File: config.mk
export PLATFORM = sky130hd
export DESIGN_NAME = gpio_pin_edge_interrupt
export DESIGN_NICKNAME = d
export VERILOG_FILES = /design/src/rtl/gpio_pin_edge_pkg.sv /design/src/rtl/gpio_pin_edge_interrupt.sv
export SDC_FILE = /design/constraint.sdc
export NUM_CORES = 1
export LEC_CHECK = 0
export BUFFER_PORTS_ARGS = -buffer_cell sky130_fd_sc_hd__buf_2
export CORE_ASPECT_RATIO = 1.1
export CORE_UTILIZATION = 52
export CTS_CLUSTER_DIAMETER = 150
export DETAILED_ROUTE_END_ITERATION = 10
export PLACE_DENSITY = 0.75
export SLEW_MARGIN = 10
export SYNTH_ARGS = -nofsm -noshare
export SYNTH_HDL_FRONTEND = slang
export SYNTH_SLANG_ARGS = --single-unit
File: constraint.sdc
create_clock -name i_sys_clk -period 1.9 [get_ports i_sys_clk]
set_clock_uncertainty 0.05 [all_clocks]
set_input_delay 0.285 -clock i_sys_clk [delete_from_list [all_inputs] [get_ports i_sys_clk]]
set_output_delay 0.285 -clock i_sys_clk [all_outputs]
set_load 0.02 [all_outputs]
File: src/rtl/gpio_pin_edge_pkg.sv
package gpio_pin_edge_pkg;

  localparam int          NPIN          = 23;
  localparam int          CTRL_LSB      = 20;
  localparam int          CTRL_MSB      = 22;
  localparam int          DATA_MSB      = 19;
  localparam int          SUMMARY_BIT   = 0;
  localparam int          ADDR_W        = 8;

  localparam logic [7:0]  OFS_ENABLE    = 8'h00;
  localparam logic [7:0]  OFS_FUNCTION  = 8'h04;
  localparam logic [7:0]  OFS_DIRECTION = 8'h08;
  localparam logic [7:0]  OFS_EDGE_SEL  = 8'h0C;
  localparam logic [7:0]  OFS_PENDING   = 8'h10;
  localparam logic [7:0]  OFS_CLEAR     = 8'h14;
  localparam logic [7:0]  OFS_PORT_STAT = 8'h18;

  localparam logic [22:0] PIN_RESET     = 23'h000000;
  localparam logic [31:0] WORD_ZERO     = 32'h00000000;

  typedef struct packed {
    logic [22:0] enable;
    logic [22:0] gpio_func;
    logic [22:0] is_input;
    logic [22:0] falling;
  } pin_cfg_t;

  typedef enum {
    st_idle,
    st_ack
  } bus_state_t;

endpackage

File: src/rtl/gpio_pin_edge_interrupt.sv
`timescale 1ns/10ps
// Contract
// edge select bits 31-23 read zero, ignore writes
// bits 22-20: 0 rising, 1 falling, control
// bits 19-0: 0 rising, 1 falling, data
// set pending only if enabled, gpio, input
// any pending bit sets summary flag
// clear alias: one clears, zero keeps
// clearing pending leaves summary flag set
// summary flag re-sets while pending remains
// pending read-only, resets zero, upper zero
// clear alias always reads zero
// synchronise pins, set beats clear
module gpio_pin_edge_interrupt (
  input  wire logic        i_sys_clk,
  input  wire logic        i_rst_n,
  input  wire logic        i_psel,
  input  wire logic        i_penable,
  input  wire logic        i_pwrite,
  input  wire logic [7:0]  i_paddr,
  input  wire logic [31:0] i_pwdata,
  input  wire logic [22:0] i_pin,
  output logic      [31:0] o_prdata,
  output logic             o_pready,
  output logic             o_pslverr,
  output logic      [22:0] o_pin_event_pending,
  output logic             o_port_gpio_flag
);

  gpio_pin_edge_pkg::pin_cfg_t   cfg;
  gpio_pin_edge_pkg::bus_state_t state;

  logic [22:0] pin_meta;
  logic [22:0] pin_sync;
  logic [22:0] pin_prev;
  logic [22:0] rise_v;
  logic [22:0] fall_v;
  logic [22:0] armed;
  logic [22:0] set_vec;
  logic [22:0] clr_vec;
  logic [22:0] next_pending;
  logic        next_flag;
  logic        flag_clr;
  logic        wr_fire;
  logic        acc_start;
  logic        mapped;
  logic [31:0] rd_word;

  function automatic logic hit(
    input logic [7:0] addr,
    input logic [7:0] ofs
  );
    hit = (addr == ofs);
  endfunction

  assign wr_fire   = i_psel & i_penable & o_pready & i_pwrite;
  assign acc_start = i_psel & i_penable & (state == gpio_pin_edge_pkg::st_idle);

  // apb handshake, one wait state
  always_ff @(posedge i_sys_clk or negedge i_rst_n)
  begin
    if (!i_rst_n)
    begin
      state    <= gpio_pin_edge_pkg::st_idle;
      o_pready <= 1'b0;
    end
    else
    begin
      case (state)
        gpio_pin_edge_pkg::st_idle:
        begin
          if (acc_start)
          begin
            state    <= gpio_pin_edge_pkg::st_ack;
            o_pready <= 1'b1;
          end
        end
        gpio_pin_edge_pkg::st_ack:
        begin
          state    <= gpio_pin_edge_pkg::st_idle;
          o_pready <= 1'b0;
        end
        default:
        begin
          state    <= gpio_pin_edge_pkg::st_idle;
          o_pready <= 1'b0;
        end
      endcase
    end
  end

  // address decode
  always_comb
  begin
    mapped  = 1'b1;
    rd_word = gpio_pin_edge_pkg::WORD_ZERO;
    if (hit(i_paddr, gpio_pin_edge_pkg::OFS_ENABLE))
      rd_word = {9'h000, cfg.enable};
    else if (hit(i_paddr, gpio_pin_edge_pkg::OFS_FUNCTION))
      rd_word = {9'h000, cfg.gpio_func};
    else if (hit(i_paddr, gpio_pin_edge_pkg::OFS_DIRECTION))
      rd_word = {9'h000, cfg.is_input};
    else if (hit(i_paddr, gpio_pin_edge_pkg::OFS_EDGE_SEL))
      rd_word = {9'h000, cfg.falling};
    else if (hit(i_paddr, gpio_pin_edge_pkg::OFS_PENDING))
      rd_word = {9'h000, o_pin_event_pending};
    else if (hit(i_paddr, gpio_pin_edge_pkg::OFS_CLEAR))
      rd_word = gpio_pin_edge_pkg::WORD_ZERO;
    else if (hit(i_paddr, gpio_pin_edge_pkg::OFS_PORT_STAT))
      rd_word = {31'h00000000, o_port_gpio_flag};
    else
      mapped = 1'b0;
  end

  // read data and error, held through the ack cycle
  always_ff @(posedge i_sys_clk or negedge i_rst_n)
  begin
    if (!i_rst_n)
    begin
      o_prdata  <= gpio_pin_edge_pkg::WORD_ZERO;
      o_pslverr <= 1'b0;
    end
    else if (acc_start)
    begin
      o_prdata  <= i_pwrite ? gpio_pin_edge_pkg::WORD_ZERO : rd_word;
      o_pslverr <= ~mapped;
    end
    else if (!o_pready)
    begin
      o_prdata  <= gpio_pin_edge_pkg::WORD_ZERO;
      o_pslverr <= 1'b0;
    end
  end

  // configuration registers, upper bits dropped
  always_ff @(posedge i_sys_clk or negedge i_rst_n)
  begin
    if (!i_rst_n)
    begin
      cfg.enable    <= gpio_pin_edge_pkg::PIN_RESET;
      cfg.gpio_func <= gpio_pin_edge_pkg::PIN_RESET;
      cfg.is_input  <= gpio_pin_edge_pkg::PIN_RESET;
      cfg.falling   <= gpio_pin_edge_pkg::PIN_RESET;
    end
    else if (wr_fire)
    begin
      if (hit(i_paddr, gpio_pin_edge_pkg::OFS_ENABLE))
        cfg.enable <= i_pwdata[22:0];
      if (hit(i_paddr, gpio_pin_edge_pkg::OFS_FUNCTION))
        cfg.gpio_func <= i_pwdata[22:0];
      if (hit(i_paddr, gpio_pin_edge_pkg::OFS_DIRECTION))
        cfg.is_input <= i_pwdata[22:0];
      if (hit(i_paddr, gpio_pin_edge_pkg::OFS_EDGE_SEL))
        cfg.falling <= i_pwdata[22:0];
    end
  end

  // pin synchroniser and previous sample
  always_ff @(posedge i_sys_clk or negedge i_rst_n)
  begin
    if (!i_rst_n)
    begin
      pin_meta <= gpio_pin_edge_pkg::PIN_RESET;
      pin_sync <= gpio_pin_edge_pkg::PIN_RESET;
      pin_prev <= gpio_pin_edge_pkg::PIN_RESET;
    end
    else
    begin
      pin_meta <= i_pin;
      pin_sync <= pin_meta;
      pin_prev <= pin_sync;
    end
  end

  // per-pin edge select and arming
  genvar g;
  generate
    for (g = 0; g < gpio_pin_edge_pkg::NPIN; g++)
    begin : g_pin
      assign rise_v[g]  = pin_sync[g] & ~pin_prev[g];
      assign fall_v[g]  = ~pin_sync[g] & pin_prev[g];
      assign armed[g]   = cfg.enable[g] & cfg.gpio_func[g]
                          & cfg.is_input[g];
      assign set_vec[g] = armed[g]
                          & (cfg.falling[g] ? fall_v[g]
                                            : rise_v[g]);
    end
  endgenerate

  assign clr_vec = (wr_fire && hit(i_paddr, gpio_pin_edge_pkg::OFS_CLEAR))
                   ? i_pwdata[22:0] : gpio_pin_edge_pkg::PIN_RESET;
  assign next_pending = (o_pin_event_pending & ~clr_vec)
                        | set_vec;

  // pending status, software only clears
  always_ff @(posedge i_sys_clk or negedge i_rst_n)
  begin
    if (!i_rst_n)
      o_pin_event_pending <= gpio_pin_edge_pkg::PIN_RESET;
    else
      o_pin_event_pending <= next_pending;
  end

  assign flag_clr = wr_fire
                    && hit(i_paddr, gpio_pin_edge_pkg::OFS_PORT_STAT)
                    && i_pwdata[gpio_pin_edge_pkg::SUMMARY_BIT];
  assign next_flag = (o_port_gpio_flag & ~flag_clr)
                     | (|set_vec)
                     | (|o_pin_event_pending);

  // port summary flag, own w1c clear
  always_ff @(posedge i_sys_clk or negedge i_rst_n)
  begin
    if (!i_rst_n)
      o_port_gpio_flag <= 1'b0;
    else
      o_port_gpio_flag <= next_flag;
  end

  logic [22:0] pend_prev;
  logic [22:0] newly;

  // pending value one edge back
  always_ff @(posedge i_sys_clk or negedge i_rst_n)
  begin
    if (!i_rst_n)
      pend_prev <= gpio_pin_edge_pkg::PIN_RESET;
    else
      pend_prev <= o_pin_event_pending;
  end

  assign newly = o_pin_event_pending & ~pend_prev;
endmodule // gpio_pin_edge_interrupt

* Yosys cells after proc, flatten, opt, wreduce, memory -nomap -nowiden *
Cells that the tools add are included.

operators by class
  order comparisons = 0
  equal/unequal tests = 8
  bitwise operators = 173
  muxes and demuxes = 47
  $mul = 0
  add/sub/neg operators = 0
  reduce and logical (&&, ||, !) cells = 12
  shift-type cells = 0
  div/mod/pow operators = 0

operator list
  operator                                                                  count
  32-bit two-way mux                                                        5
  23-bit two-way mux                                                        6
  1-bit AND                                                                 120
  32-bit zero test                                                          2
  1-bit NOT                                                                 48
  23-bit OR reduction                                                       2
  1-bit two-way mux                                                         36
  8-bit by 5-bit == test with 1-bit output (second input constant)          3
  23-bit AND                                                                1
  23-bit NOT                                                                1
  23-bit bitwise OR                                                         1
  8-bit by 4-bit == test with 1-bit output (second input constant)          2
  8-bit by 3-bit == test with 1-bit output (second input constant)          1
  8-bit zero test                                                           1
  2-bit AND reduction                                                       4
  1-bit logical AND                                                         3
  2-bit by 1-bit inequality test with 1-bit output (second input constant)  1
  2-bit inequality test (second input constant)                             1
  1-bit bitwise OR                                                          2

word-level totals
  bits in read-only memories = 0
  input bits = 68
  output and inout bits = 58
  RAM bits = 0
  bits in latches = 0
  flip-flop bits (word level) = 251
  word-level logic and storage cells = 253
  memories kept = 0

* Logic depth before layout (Yosys ltp) *
  depth after elaboration = 10
  gate-level depth with buffers = 9
  depth with buffers taken out = 5

* Worst setup path before layout *
No wires, ideal clock.

  path kind = reg2reg
  start = register o_pready
  end = register cfg[10] (netlist bit)
  data arrival time = 1.835 ns
  library setup time = 0.125 ns
  path slack = -0.110 ns
  period minus slack after synthesis = 2.010 ns
  data required time = 1.725 ns
  stages on the path, launching flop included = 7
  path buffers = 3
  cell sequence = dfrtp_1 > clkbuf_1 > nand4_1 > or3_1 > buf_2 > buf_6 > mux2_4

on the way
  word-level cells in the longest chain between the ends = 3

ends and longest elaborated chain
  element                        RTL line                       RTL
  from (decl)                    gpio_pin_edge_interrupt.sv:24  output logic o_pready,
  from (signal assigned)         gpio_pin_edge_interrupt.sv:65  o_pready <= 1'b0;
  from (signal assigned)         gpio_pin_edge_interrupt.sv:75  o_pready <= 1'b1;
  from (signal assigned)         gpio_pin_edge_interrupt.sv:81  o_pready <= 1'b0;
  1-bit AND (2 in a row)         gpio_pin_edge_interrupt.sv:56  assign wr_fire = i_psel & i_penable & o_pready & i_pwrite;
  2-bit AND reduction (no line)  -
  to (decl)                      gpio_pin_edge_interrupt.sv:30  gpio_pin_edge_pkg::pin_cfg_t cfg;

Every way passes these cells.
A chain may end at the register's enable or synchronous reset.

* Worst setup path after layout *
  start = register o_pready
  end = output o_pready

No word-level cell between the ends.

==> out/metrics.csv <==
metric,value,unit
worstPathArrival,1.44,ns
grtUsageTotal,0.2667,
initial_core_util,0.5369,
numClockSinks,210,
clock_power_share,0.454,
rsz0062_at_grt,no,
synth.most_common_cell,dfrtp_1,
slew-limit-headroom,0.6578,
path_max_fanout,20,
synth_common_cells,"210 x dfrtp_1, 114 x nand2_1, 50 x mux2_2",
p_leak,5.479,nW
route.final.wire_length,22660,um
cts_setup_buffers,0,
seq_area_frac_synth,0.5935,
core_area,16490,sq um
syn-cell-area,8855,sq um
rows,49,
hold_path_startpoint,i_pwdata[18],
grt_antenna_before_repair,0,
worst-setup-path-type,flop to primary output,
maxCapViolations,0,
finalPower,0.009273,W
switchingPower,0.002009,W
dpl.hpwl,15050,um
crit_chain,"buf_4, buf_2",
holdPathStages,3,
layout-drive-gt1-share,0.2974,
io-pin-count,126,
numCtsBuffers,22,
rr_endpoint,o_port_gpio_flag,
max_clock_freq,561.8,MHz
internal-power,0.007265,W
die_x,126.4,um
fin_crit_sh,0.9368,
finalCriticalPeriod,1.780,ns
slew_violations,0,
combinationalPowerShare,0.049,
vdd_ir_drop_max,0.8459,mV
post-place-ws,-0.07758,ns
synthCells,766,
synth_async_sr_flop_share,1.000,
sw_frac_of_total,0.2166,
htreeDepth,1,
grt_max_degree,60,
grt_pass1_wl,36450,um
rrSetupSlack,0.14,ns
worstHoldEndpoint,cfg[64],
yosys_most_used_dff,dfrtp_1,
power_density,842.5,nW/um^2
ant_nets,0,
final.setup.worst_slack,0.1201,ns
vias_per_cell,5.858,
reg2regPathDepth,6,
die_area,17550,sq um
final_nets,1011,
insertion_delay,0.50,ns
area_delta_synth_final,24.30,%
synth-seq-cells,210,
overflow,0,
setup_viol,0,
synth.area.top_cells,"dfrtp_1 59%, mux2_2 6.4%, nand2_1 4.8%",
num_antenna_cells,0,
worst_pin_slew,0.5132,ns
drt_iter0_drc,473,
cp.required,1.56,ns
post-route-util,0.6674,
crit_path_max_incr_delay,0.40,ns
globalplace.congestion,0.8580,
hold_slack,0.01269,ns
io_buffers,107,
seqPwrFrac,0.497,
outcome,"finished, final reports clean",
first_global_vias,6892,
tns,0,ns
cts_tree,built,
dr_total_vias,6790,
path_clk_slew,0.06,ns
wl_per_cell,19.55,um
root_buffer,clkbuf_16,
yosys_warnings,0,
synth_area_per_cell,11.56,sq um
die_y,138.9,um
drc_errors,0,
yosysTopAreaCell,dfrtp_1,
synth_edf_count,0,
fill_cells,1209,
endpoint_kind,primary output,
hp-class,primary input to flop,
yosysTopAreaCellShare,0.5935,
start_kind,flop,
critPathSlowestCell,dfrtp_1,
hold_violations,0,
firstDrtPassIters,5,
clockBufferDepth,3,
synth_cell_type_count,42,
r2r_start,o_pin_event_pending[2],
==> repair_timing <==
item	CTS	global route
hold buffers	30	0
hold endpoints to repair	82	0
resized for setup	0	0
==> routing by layer <==
metal	track usage	routed length, um
met1	0.3506	9425
met2	0.4469	11180
met3	0.04051	1335
met4	0.1027	711
met5	0	0
==> state kept, by name, summed over array words and instances, names as in the netlist <==
| name | flops |
|---|---|
| pin_meta | 23 |
| o_prdata | 23 |
| pin_prev | 23 |
| o_pready | 1 |
| cfg | 92 |
| o_pin_event_pending | 23 |
| o_port_gpio_flag | 1 |
| o_pslverr | 1 |
| pin_sync | 23 |
==> power by group through the flow <==
stage                     combinational, W  clock [W]  sequential [W]
final                             0.000459    0.00421         0.00461
after global routing              0.000502    0.00444         0.00461
after CTS                         0.000461    0.00430         0.00461
after detailed placement          0.000411          0         0.00469
after global placement            0.000408          0         0.00468
after floorplan                   0.000148          0         0.00468
==> cell type report <==
class	instances	area, sq um	share of cell area
Multi-Input combinational cell	488	3292	0.2991
Clock buffer	32	659.4	0.05991
Sequential cell	210	5255	0.4774
Clock inverter	4	45.04	0.004092
Tap cell	204	255.2	0.02319
Inverter	30	112.6	0.01023
Timing Repair Buffer	191	1388	0.1261
==> how the worst max path moves through the flow <==
| stage | startpoint | endpoint | slack [ns] |
|---|---|---|---|
| 3_3_place_gp | i_paddr[7] | cfg[43] | -0.05 |
| 4_1_cts | o_pready | o_pready | 0.09 |
| 6_report | o_pready | o_pready | 0.12 |
| 2_1_floorplan | i_paddr[7] | cfg[10] | -0.01 |
| 3_5_place_dp | i_paddr[7] | cfg[39] | -0.08 |
| 5_1_grt | o_pin_event_pending[2] | o_port_gpio_flag | 0.03 |
==> worst max-delay path: cells and delay by family, from the launching register on <==
| family | cells | cell delay (ns) |
|---|---|---|
| buffers and inverters | 2 | 0.54 |
| DFF | 1 | 0.40 |
==> per-stage QoR <==
stage | cell area, sq um | instances
6_report | 11010 | 1159
5_1_grt | 11010 | 1159
4_1_cts | 11010 | 1159
3_5_place_dp | 10000 | 1093
3_3_place_gp | 10000 | 1093
2_1_floorplan | 8896 | 774
==> logic make-up (layout without fill, tap and decap cells) <==
| group | after synthesis | in the layout | synth area share |
|---|---|---|---|
| AOI/OAI and AO/OA | 156 | 156 | 0.1164 |
| buffers and inverters | 76 | 257 | 0.03956 |
| DFF | 210 | 210 | 0.5935 |
| muxes | 85 | 85 | 0.1145 |
| other | 1 | 9 | 0.0004235 |
| and+or+nand+nor | 238 | 238 | 0.1357 |
==> cells in the final DEF, fill, tap and decap left out, types with 14 or more instances in the layout <==
cell and instances:
a21o_1 23, a21oi_1 36, a221oi_1 14, buf_2 106
buf_4 43, clkbuf_16 23, dfrtp_1 210, dlygate4sd3_1 30
inv_1 30, mux2_2 50, mux2_4 20, mux2i_1 15
nand2_1 114, nand3_1 24, nand3b_1 23, nor2_1 29
o21ai_0 38, o221ai_1 14
No activity file was read; power rests on OpenSTA's default activity.
